===== src/scss_pkg.sv =====
// Package: register map, field layouts, clock-source states and bit-timing constants
package scss_pkg;

  // ==========================================================================
  // Register port geometry and offsets
  localparam int unsigned ADDR_W = 4;
  localparam int unsigned DATA_W = 8;

  localparam logic [ADDR_W-1:0] OFS_MODE     = 4'h0;
  localparam logic [ADDR_W-1:0] OFS_CTRL     = 4'h1;
  localparam logic [ADDR_W-1:0] OFS_CARD     = 4'h2;
  localparam logic [ADDR_W-1:0] OFS_EXT      = 4'h3;
  localparam logic [ADDR_W-1:0] OFS_BAUD     = 4'h4;
  localparam logic [ADDR_W-1:0] OFS_IRQ_STAT = 4'h5;
  localparam logic [ADDR_W-1:0] OFS_IRQ_CLR  = 4'h6;
  localparam logic [ADDR_W-1:0] OFS_IRQ_EN   = 4'h7;
  localparam logic [ADDR_W-1:0] OFS_CLK_STAT = 4'h8;

  // ==========================================================================
  // Reset values and writable-bit masks
  localparam logic [DATA_W-1:0] RST_REG   = 8'h00;
  localparam logic [DATA_W-1:0] RST_BAUD  = 8'h03;
  localparam logic [DATA_W-1:0] MASK_MODE = 8'h9C;
  localparam logic [DATA_W-1:0] MASK_CTRL = 8'h07;
  localparam logic [DATA_W-1:0] MASK_CARD = 8'h13;
  localparam logic [DATA_W-1:0] MASK_EXT  = 8'h03;

  // ==========================================================================
  // Field layouts
  typedef struct packed {
    logic       comm_mode_sel;
    logic [1:0] rsvd_hi;
    logic       parity_odd_even_select;
    logic [1:0] base_cycles_low_sel;
    logic [1:0] rsvd_lo;
  } scss_mode_t;

  typedef struct packed {
    logic [4:0] rsvd;
    logic       tx_end_irq_enable;
    logic [1:0] clock_enable_sel;
  } scss_ctrl_t;

  typedef struct packed {
    logic [2:0] rsvd_hi;
    logic       base_cycles_high_sel;
    logic [1:0] rsvd_lo;
    logic       simple_i2c_mode;
    logic       card_interface_mode_sel;
  } scss_card_t;

  typedef struct packed {
    logic [5:0] rsvd;
    logic       timer_clock_sel;
    logic       half_oversample_sel;
  } scss_ext_t;

  localparam int unsigned IRQ_W        = 2;
  localparam int unsigned IRQ_TX_END   = 0;
  localparam int unsigned IRQ_BUS_COND = 1;

  localparam logic [1:0] CKSEL_INT_NOPIN = 2'h0;
  localparam logic [1:0] CKSEL_INT_PIN   = 2'h1;

  // ==========================================================================
  // Clock-source states, one-hot
  typedef enum logic [6:0] {
    SRC_ASYNC_INT     = 7'h01,
    SRC_ASYNC_INT_OUT = 7'h02,
    SRC_ASYNC_EXT     = 7'h04,
    SRC_ASYNC_TMR     = 7'h08,
    SRC_SYNC_INT      = 7'h10,
    SRC_SYNC_EXT      = 7'h20,
    SRC_CARD          = 7'h40
  } scss_src_t;

  // ==========================================================================
  // Bit timing
  localparam int unsigned CYC_W = 10;
  localparam logic [CYC_W-1:0] OVS_FULL = 10'h010;
  localparam logic [CYC_W-1:0] OVS_HALF = 10'h008;
  localparam logic [CYC_W-1:0] BASE_S0  = 10'h05D;
  localparam logic [CYC_W-1:0] BASE_S1  = 10'h080;
  localparam logic [CYC_W-1:0] BASE_S2  = 10'h0BA;
  localparam logic [CYC_W-1:0] BASE_S3  = 10'h200;
  localparam logic [CYC_W-1:0] BASE_S4  = 10'h020;
  localparam logic [CYC_W-1:0] BASE_S5  = 10'h040;
  localparam logic [CYC_W-1:0] BASE_S6  = 10'h174;
  localparam logic [CYC_W-1:0] BASE_S7  = 10'h100;

  function automatic logic [CYC_W-1:0] scss_base_cycles(input logic [2:0] sel);
    case (sel)
      3'h0:    scss_base_cycles = BASE_S0;
      3'h1:    scss_base_cycles = BASE_S1;
      3'h2:    scss_base_cycles = BASE_S2;
      3'h3:    scss_base_cycles = BASE_S3;
      3'h4:    scss_base_cycles = BASE_S4;
      3'h5:    scss_base_cycles = BASE_S5;
      3'h6:    scss_base_cycles = BASE_S6;
      default: scss_base_cycles = BASE_S7;
    endcase
  endfunction : scss_base_cycles

endpackage : scss_pkg


===== src/scss_top.sv =====
// Serial channel clock-source selection, bit timing and transmit-end interrupt gating
// Notes on behaviour
// Card mode: three-bit select gives 93,128,186,512,32,64,372,256 base cycles per bit.
// Select high bit from card mode register, low two bits from serial mode register.
// Transmit-end interrupt forwarded only while its enable bit is one.
// Simple I2C: bus condition completion raises transmit-end line, same enable.
// Async, select 00: internal baud generator, clock pin left free.
// Async, select 01: internal generator, pin driven at bit-rate frequency.
// Async external clock: partner supplies sixteen times the bit rate.
// Half oversample set with external clock: partner supplies eight times bit rate.
// Async, select 1X: timer clock on supporting channels, pin stays free.
// Sync, select 0X: clock generated internally and driven on the pin.
// Sync, select 1X: pin is input, partner drives clock, shifting follows it.
// Communication mode bit: zero asynchronous, one clock synchronous.
//
// Chosen here: the address-and-strobe port and the placing of the registers.
`timescale 1ns/1ps
`default_nettype none
module scss_top
  import scss_pkg::*;
#(
  parameter bit TIMER_CLOCK_PRESENT = 1'b1
) (
  input  wire logic              clock_i,
  input  wire logic              rst_i,
  input  wire logic [ADDR_W-1:0] reg_addr_i,
  input  wire logic [DATA_W-1:0] reg_wdata_i,
  input  wire logic              reg_we_i,
  input  wire logic              reg_re_i,
  output logic      [DATA_W-1:0] reg_rdata_o,
  input  wire logic              serial_clock_pin_i,
  output logic                   serial_clock_pin_o,
  output logic                   serial_clock_pin_oe_n_o,
  output logic                   pin_free_o,
  input  wire logic              internal_timer_clock_i,
  input  wire logic              tx_end_i,
  input  wire logic              bus_condition_done_i,
  output logic                   sample_tick_o,
  output logic                   bit_tick_o,
  output logic      [CYC_W-1:0]  base_cycles_o,
  output logic                   parity_odd_even_select_o,
  output logic                   sync_mode_o,
  output logic                   tx_end_irq_o,
  output logic                   irq_o
);

  // ==========================================================================
  // Register file
  scss_mode_t        serial_mode_reg;
  scss_ctrl_t        serial_control_reg;
  scss_card_t        card_mode_reg;
  scss_ext_t         extended_mode_reg;
  logic [DATA_W-1:0] baud_divisor;
  logic [IRQ_W-1:0]  irq_status;
  logic [IRQ_W-1:0]  irq_enable;
  logic [IRQ_W-1:0]  irq_events;
  logic [IRQ_W-1:0]  irq_clear;
  logic [IRQ_W-1:0]  next_irq_status;
  scss_src_t         src;
  scss_src_t         next_src;
  logic              baud_tick;
  logic              pin_rise;
  logic              samp;
  logic              next_bit;
  logic [CYC_W-1:0]  cnt;
  logic [CYC_W-1:0]  limit;
  logic              src_changed;
  logic              drive_pin;
  logic              toggle_pin;

  // Reserved bits are masked on write so they always read back as zero
  always_ff @(posedge clock_i) begin
    if (rst_i) begin
      serial_mode_reg    <= scss_mode_t'(RST_REG);
      serial_control_reg <= scss_ctrl_t'(RST_REG);
      card_mode_reg      <= scss_card_t'(RST_REG);
      extended_mode_reg  <= scss_ext_t'(RST_REG);
      baud_divisor       <= RST_BAUD;
      irq_enable         <= RST_REG[IRQ_W-1:0];
    end else if (reg_we_i) begin
      case (reg_addr_i)
        OFS_MODE:   serial_mode_reg    <= scss_mode_t'(reg_wdata_i & MASK_MODE);
        OFS_CTRL:   serial_control_reg <= scss_ctrl_t'(reg_wdata_i & MASK_CTRL);
        OFS_CARD:   card_mode_reg      <= scss_card_t'(reg_wdata_i & MASK_CARD);
        OFS_EXT:    extended_mode_reg  <= scss_ext_t'(reg_wdata_i & MASK_EXT);
        OFS_BAUD:   baud_divisor       <= reg_wdata_i;
        OFS_IRQ_EN: irq_enable         <= reg_wdata_i[IRQ_W-1:0];
        default: ;
      endcase
    end
  end

  // Read data stands for one cycle per cycle of the read strobe; unmapped and write-only offsets read zero
  always_ff @(posedge clock_i) begin
    if (rst_i || !reg_re_i) begin
      reg_rdata_o <= '0;
    end else begin
      case (reg_addr_i)
        OFS_MODE:     reg_rdata_o <= serial_mode_reg;
        OFS_CTRL:     reg_rdata_o <= serial_control_reg;
        OFS_CARD:     reg_rdata_o <= card_mode_reg;
        OFS_EXT:      reg_rdata_o <= extended_mode_reg;
        OFS_BAUD:     reg_rdata_o <= baud_divisor;
        OFS_IRQ_STAT: reg_rdata_o <= {{(DATA_W-IRQ_W){1'b0}}, irq_status};
        OFS_IRQ_EN:   reg_rdata_o <= {{(DATA_W-IRQ_W){1'b0}}, irq_enable};
        OFS_CLK_STAT: reg_rdata_o <= {~serial_clock_pin_oe_n_o, 7'(src)};
        default:      reg_rdata_o <= '0;
      endcase
    end
  end

  // ==========================================================================
  // Sticky interrupt status; a new event beats a clear in the same cycle
  assign irq_events[IRQ_TX_END]   = tx_end_i;
  assign irq_events[IRQ_BUS_COND] = bus_condition_done_i;
  assign irq_clear = (reg_we_i && reg_addr_i == OFS_IRQ_CLR) ? reg_wdata_i[IRQ_W-1:0] : '0;
  assign next_irq_status = (irq_status & ~irq_clear) | irq_events;

  always_ff @(posedge clock_i) begin
    if (rst_i) begin
      irq_status <= '0;
    end else begin
      irq_status <= next_irq_status;
    end
  end

  assign irq_o = |(irq_status & irq_enable);

  // In simple I2C mode the bus-condition event takes the transmit-end line
  always_ff @(posedge clock_i) begin
    if (rst_i) begin
      tx_end_irq_o <= 1'b0;
    end else begin
      tx_end_irq_o <= serial_control_reg.tx_end_irq_enable &
                      (card_mode_reg.simple_i2c_mode ? bus_condition_done_i
                                                     : tx_end_i);
    end
  end

  // ==========================================================================
  // Clock-source selection
  always_comb begin
    next_src = SRC_ASYNC_INT;
    if (card_mode_reg.card_interface_mode_sel) begin
      next_src = SRC_CARD;
    end else if (serial_mode_reg.comm_mode_sel) begin
      next_src = serial_control_reg.clock_enable_sel[1] ? SRC_SYNC_EXT : SRC_SYNC_INT;
    end else if (serial_control_reg.clock_enable_sel == CKSEL_INT_NOPIN) begin
      next_src = SRC_ASYNC_INT;
    end else if (serial_control_reg.clock_enable_sel == CKSEL_INT_PIN) begin
      next_src = SRC_ASYNC_INT_OUT;
    end else if (TIMER_CLOCK_PRESENT && extended_mode_reg.timer_clock_sel) begin
      next_src = SRC_ASYNC_TMR;
    end else begin
      next_src = SRC_ASYNC_EXT;
    end
  end

  always_ff @(posedge clock_i) begin
    if (rst_i) begin
      src <= SRC_ASYNC_INT;
    end else begin
      src <= next_src;
    end
  end

  // A source change restarts the baud generator and the sample counter, so the
  // first bit after a switch has its full length
  assign src_changed = (src != next_src);

  scss_baud_gen u_baud (
    .clock_i   (clock_i),
    .rst_i     (rst_i),
    .restart_i (src_changed),
    .divisor_i (baud_divisor),
    .tick_o    (baud_tick)
  );

  scss_pin_sync u_pin (
    .clock_i (clock_i),
    .rst_i   (rst_i),
    .pin_i   (serial_clock_pin_i),
    .level_o (),
    .rise_o  (pin_rise)
  );

  // ==========================================================================
  // Sample ticks and samples-per-bit limit
  always_comb begin
    case (src)
      SRC_ASYNC_EXT: samp = pin_rise;
      SRC_SYNC_EXT:  samp = pin_rise;
      SRC_ASYNC_TMR: samp = internal_timer_clock_i;
      default:       samp = baud_tick;
    endcase
  end

  // External clock ticks are sampled by this clock, so the partner clock must stay
  // well below half the module clock rate
  always_comb begin
    if (src == SRC_CARD) begin
      limit = scss_base_cycles({card_mode_reg.base_cycles_high_sel,
                                serial_mode_reg.base_cycles_low_sel});
    end else if (extended_mode_reg.half_oversample_sel) begin
      limit = OVS_HALF;
    end else begin
      limit = OVS_FULL;
    end
  end

  // A limit lowered mid-bit below the count ends that bit early rather than late
  always_ff @(posedge clock_i) begin
    if (rst_i || src_changed) begin
      cnt <= '0;
    end else if (samp) begin
      cnt <= (cnt >= limit - 1'b1) ? '0 : cnt + 1'b1;
    end
  end

  // Internal sync clock: one bit per pin period, on the rising pin edge
  always_comb begin
    case (src)
      SRC_SYNC_INT: next_bit = baud_tick & ~serial_clock_pin_o;
      SRC_SYNC_EXT: next_bit = pin_rise;
      default:      next_bit = samp && (cnt >= limit - 1'b1);
    endcase
  end

  always_ff @(posedge clock_i) begin
    if (rst_i || src_changed) begin
      bit_tick_o    <= 1'b0;
      sample_tick_o <= 1'b0;
    end else begin
      bit_tick_o    <= next_bit;
      sample_tick_o <= samp;
    end
  end

  // ==========================================================================
  // Serial clock pin
  // Card mode drives the pin only while the low clock-enable bit is set
  assign drive_pin = (src == SRC_ASYNC_INT_OUT) || (src == SRC_SYNC_INT) ||
                     ((src == SRC_CARD) && serial_control_reg.clock_enable_sel[0]);
  // Two toggles per bit give one pin period per bit in asynchronous output mode
  assign toggle_pin = (src == SRC_SYNC_INT) ? baud_tick
                    : samp && (cnt == '0 || cnt == (limit >> 1));

  always_ff @(posedge clock_i) begin
    if (rst_i || !drive_pin) begin
      serial_clock_pin_o <= 1'b1;
    end else if (toggle_pin) begin
      serial_clock_pin_o <= ~serial_clock_pin_o;
    end
  end

  // Output enable stays off in the cycle of a source change, so the pin never
  // sees two drivers while ownership moves
  always_ff @(posedge clock_i) begin
    if (rst_i) begin
      serial_clock_pin_oe_n_o  <= 1'b1;
      pin_free_o               <= 1'b1;
      base_cycles_o            <= BASE_S0;
      parity_odd_even_select_o <= 1'b0;
      sync_mode_o              <= 1'b0;
    end else begin
      serial_clock_pin_oe_n_o  <= ~(drive_pin && !src_changed);
      pin_free_o               <= (next_src == SRC_ASYNC_INT) || (next_src == SRC_ASYNC_TMR) ||
                                  ((next_src == SRC_CARD) && !serial_control_reg.clock_enable_sel[0]);
      base_cycles_o            <= limit;
      parity_odd_even_select_o <= serial_mode_reg.parity_odd_even_select;
      sync_mode_o              <= serial_mode_reg.comm_mode_sel;
    end
  end
endmodule : scss_top
`default_nettype wire


===== src/scss_pin_sync.sv =====
// Two-flop synchroniser with edge detection for the serial clock pin
`timescale 1ns/1ps
`default_nettype none
module scss_pin_sync (
  input  wire logic clock_i,
  input  wire logic rst_i,
  input  wire logic pin_i,
  output logic      level_o,
  output logic      rise_o
);
  logic meta;
  logic sync;
  logic last;

  // ==========================================================================
  // Only the second stage and later are looked at
  always_ff @(posedge clock_i) begin
    if (rst_i) begin
      meta <= 1'b1;
      sync <= 1'b1;
      last <= 1'b1;
    end else begin
      meta <= pin_i;
      sync <= meta;
      last <= sync;
    end
  end

  assign level_o = sync;
  assign rise_o  = sync & ~last;
endmodule : scss_pin_sync
`default_nettype wire


===== src/scss_baud_gen.sv =====
// Internal baud generator: one-cycle tick every divisor+1 clock cycles
`timescale 1ns/1ps
`default_nettype none
module scss_baud_gen
  import scss_pkg::*;
(
  input  wire logic              clock_i,
  input  wire logic              rst_i,
  input  wire logic              restart_i,
  input  wire logic [DATA_W-1:0] divisor_i,
  output logic                   tick_o
);
  logic [DATA_W-1:0] count;

  // ==========================================================================
  // Down-counter; a restart realigns the phase after a source change
  always_ff @(posedge clock_i) begin
    if (rst_i || restart_i) begin
      count  <= RST_BAUD;
      tick_o <= 1'b0;
    end else if (count == '0) begin
      count  <= divisor_i;
      tick_o <= 1'b1;
    end else begin
      count  <= count - 1'b1;
      tick_o <= 1'b0;
    end
  end
endmodule : scss_baud_gen
`default_nettype wire


===== config.mk =====
export PLATFORM = sky130hd
export DESIGN_NAME = scss_top
export DESIGN_NICKNAME = d
export VERILOG_FILES = /design/src/scss_pkg.sv /design/src/scss_top.sv /design/src/scss_pin_sync.sv /design/src/scss_baud_gen.sv
export SDC_FILE = /design/constraint.sdc
export NUM_CORES = 1
export LEC_CHECK = 0
export BUFFER_PORTS_ARGS = -buffer_cell sky130_fd_sc_hd__buf_4
export CAP_MARGIN = 20
export CORE_MARGIN = 3
export CORE_UTILIZATION = 60
export DETAILED_ROUTE_END_ITERATION = 8
export PLACE_DENSITY = 0.89
export SETUP_SLACK_MARGIN = 0.05
export SLEW_MARGIN = 20
export SYNTH_ARGS = -nofsm -noshare
export SYNTH_HDL_FRONTEND = slang
export SYNTH_SLANG_ARGS = --single-unit
export TNS_END_PERCENT = 30

===== constraint.sdc =====
create_clock -name clock_i -period 6.2 [get_ports clock_i]
set_input_delay 0.93 -clock clock_i [delete_from_list [all_inputs] [get_ports clock_i]]
set_output_delay 0.93 -clock clock_i [all_outputs]
set_load 0.01 [all_outputs]

==> Flow_metrics.wiki <==
{| class="wikitable"
! Metric !! Value
|-
| Fill count || 473
|-
| Yosys cell types || 63
|-
| Number of global-route vias before repair || 3421
|-
| Hold-fix buffers at CTS || 0
|-
| Post-Synthesis Cell Area || 4120 um^2
|-
| Core box area || 6490 um^2
|-
| Overall die height || 88.8 um
|-
| Launching element type of the critical path || flop
|-
| Number of enable flip-flop cells after synthesis || 0
|-
| Remaining design rule violation count || 0
|-
| Async set or reset register ratio after synthesis || 0%
|-
| Max Cap Viol || 0
|-
| Standard cell with the maximum stage delay on the critical path || dfxtp_1
|-
| Antenna-violating nets left || 0
|-
| Register-to-Register Setup Slack || 2.78 ns
|-
| Row Count || 29
|-
| Setup Skew || between 0.008 and 0.009 ns
|-
| Clock Latency Late Sink || roughly 0.37 ns
|-
| CTS tree || yes
|-
| Input/output buffers || 46
|-
| Final GP Congestion || 0.963
|-
| Flip-flop and latch count after synthesis || 79
|-
| Biggest fanout along the worst timing path || 10
|-
| Total length of routed wires || about 10000 um
|-
| Worst path most repeated cell || ha_1
|-
| Floorplan die area || 7890 um^2
|-
| Regs by FF count || base_cycles_o (10), cnt (10)
|-
| Num Clock Sinks || 79
|-
| Data arrival time of the critical path || 3.72 ns
|-
| IR drop worst, VDD || 208 uV
|-
| Depth of the most critical reg-to-reg path || 12
|-
| Placed wire-length estimate after detailed placement || 7260 um
|-
| Post-Syn Instances || 490
|-
| Category of the worst setup path capture point || flop
|-
| Post-layout min period || 3.42 ns
|-
| Endpoint required time on the critical path || 6.51 ns
|-
| Share of final-layout standard cells stronger than drive strength 1 || 15.3%
|-
| Most used flip-flop cell after synthesis || dfxtp_1
|-
| TritonRoute pass-1 iters || 6
|-
| Total I/O pin count || 47
|-
| Nets in the synthesized netlist || 525
|-
| End point of the critical path || cnt[1]$_SDFFE_PP0P_
|-
| Maximum number of pins on one net before global-route repair || 50
|-
| Root buf cell || clkbuf_8
|-
| Most frequent standard cell in the layout excluding fill and tap cells || dfxtp_1
|-
| CTS max path bufs || 2
|-
| Clock share of power || 42.9%
|-
| Maximum single-stage delay on the critical path || 0.44 ns
|-
| Worst Setup Path Type || reg2reg
|-
| Die width || 88.8 um
|-
| Vias || 3750
|-
| Routed wire per std cell || 17.4 um
|-
| Wire length of the first global-routing pass || between 15000 and 20000 um
|-
| Max transition margin || 52.5%
|-
| Least-Margin Pin Slew || 0.707 ns
|-
| Remaining Overflow, GRT || 0
|-
| Sequential power share || 48.4%
|-
| Power Density || 239 nW/um^2
|-
| Post-CTS clock slew at the launch and capture registers of the worst setup and hold paths || about 0.08 ns
|-
| Timing-limited maximum frequency || 293 MHz
|-
| Sequential element share of the synthesized area || about two fifths
|-
| Starting utilization of the core area || 63.4%
|-
| Leakage component of the power || 1.88 nW
|-
| Startpoint of the most critical setup path || src[2]$_SDFF_PP0_
|-
| Vias per inst || 6.24
|-
| Beginning of the worst register-to-register path || src[2]$_SDFF_PP0_
|-
| Period utilization || about 55%
|-
| Initial DRC Count || 465
|-
| Destination of the worst register-to-register timing path || cnt[1]$_SDFFE_PP0P_
|-
| Final-report hold violation count || 0
|-
| Number of cells upsized or downsized after cts || 0
|-
| Number of setup buffers added after CTS || 0
|-
| Initial antenna violation count || 0
|-
| Final-report setup violation count || 0
|-
| Most used cells in the layout excluding fill and tap cells || dfxtp_1 (79), nor2_1 (77), buf_4 (46)
|-
| Count of antenna diodes in the layout || 0
|-
| Setup TNS after final layout || 0 ns
|-
| Switching Share || 24.8%
|-
| Hold Worst Slack || 0.428 ns
|-
| Number of buffers created by CTS || 9
|-
| Worst path cell trace || nor4_2, nand4b_1, nand2b_1, ha_1, o21ai_0, o31ai_1, ha_1, a2111oi_0, o21a_1, o21ai_1, a21o_1, nor2_1
|-
| Htree depth || 3
|-
| Post-layout nets || around 550
|-
| Run status || finished, final reports clean
|-
| Layout Area Growth over Synthesis || 12.6%
|-
| Number of warning messages in the yosys log || 0
|-
| Setup repair after global routing missed its margin || false
|-
| Cell-internal power || 0.833 mW
|-
| Mean cell area of the mapped netlist || 8.40 um^2
|-
| Finished Core Util || 71.3%
|-
| Type of the most critical hold path || reg2reg
|-
| Proportion of power drawn by combinational gates || 8.8%
|-
| Post-layout power || around 1.1 mW
|-
| Final-report max-slew violation count || 0
|-
| All-Layer GR Usage || a little over a quarter
|-
| Sw power || between 0.2 and 0.3 mW
|}
==> per-layer routing <==
| layer | global-route usage (%) | part of all wire, % | vias up |
|---|---|---|---|
| met1 | 37.2 | 43 | 1766 |
| met2 | 42.4 | 48 | 172 |
| met4 | 9.48 | 1.7 | 0 |
| met3 | 7.08 | 7.8 | 24 |
| li1 | - | - | 1788 |
| met5 | 0 | 0 | - |
==> stage by stage <==
stage / worst slack, ns / std cells / area, um^2
floorplan: 3.20 / 490 / 4120
global placement: 3.10 / 585 / 4380
detailed placement: 2.91 / 585 / 4380
CTS: 2.85 / 601 / 4630
global route: 2.57 / 601 / 4630
finish: 2.78 / 601 / 4630
==> cell type report <==
class                      instances  area [um^2]  share of cell area [%]
tap                               77         96.3                    2.08
clock buffer                      10          128                    2.75
clock inverter                     6          115                    2.48
timing repair buffer              46          345                    7.45
sequential                        79         1580                    34.1
multi-input combinational        369         2310                    50.0
inverter                          14         52.6                    1.13
==> kinds of logic after synthesis <==
kind of cell | synth area share [%]
muxes | 3.47
other | 0.0911
buffers and inverters | 5.50
adders and majority gates | 4.56
xor gates and xnor gates | 4.68
AOI/OAI and AO/OA | 16.4
DFF | 38.4
and+or+nand+nor | 26.9
==> critical path, delay by kind of cell, from the launching register on <==
kind                       cells  cell delay, ns
AOI/OAI and AO/OA              6            1.27
adders and majority gates      2            0.46
DFF                            1            0.44
and+or+nand+nor                4            1.18
==> synthesized netlist by cell type, types with 6 or more instances <==
library cell | number | area (um^2)
clkbuf_1 | 18 | 67.6
nand2_1 | 33 | 124
a211oi_1 | 8 | 60.1
nand2b_1 | 11 | 68.8
mux2i_1 | 12 | 120
nor3_1 | 14 | 70.1
dfxtp_1 | 79 | 1580
a22oi_1 | 9 | 67.6
ha_1 | 15 | 188
xor2_1 | 13 | 114
a21oi_1 | 28 | 140
nand4_1 | 7 | 43.8
o21ai_0 | 15 | 75.1
inv_1 | 14 | 52.6
xnor2_1 | 9 | 78.8
nor4_1 | 12 | 75.1
a21o_1 | 6 | 45.0
nor2_1 | 77 | 289
nor3b_1 | 6 | 45.0
nand3_1 | 12 | 60.1
nor2b_1 | 16 | 100
==> power groups by stage <==
stage	Combinational (mW)	Clock, mW	Sequential (mW)
final	0.0972	0.475	0.535
after global routing	0.107	0.493	0.538
after CTS	0.0960	0.471	0.535
after detailed placement	0.0942	0	0.547
after global placement	0.0902	0	0.546
after floorplan	0.0663	0	0.543
==> how the worst min path moves through the flow <==
stage                          start                  endpoint  slack [ns]  cells after the start
2_1_floorplan  u_pin.meta$_SDFF_PP1_  u_pin.level_o$_SDFF_PP1_        0.39                      1
3_3_place_gp   u_pin.meta$_SDFF_PP1_  u_pin.level_o$_SDFF_PP1_        0.41                      1
3_5_place_dp   u_pin.meta$_SDFF_PP1_  u_pin.level_o$_SDFF_PP1_        0.40                      1
4_1_cts        u_pin.meta$_SDFF_PP1_  u_pin.level_o$_SDFF_PP1_        0.43                      1
5_1_grt        u_pin.meta$_SDFF_PP1_  u_pin.level_o$_SDFF_PP1_        0.44                      1
6_report       u_pin.meta$_SDFF_PP1_  u_pin.level_o$_SDFF_PP1_        0.43                      1
No activity file was read; power rests on OpenSTA's default activity.
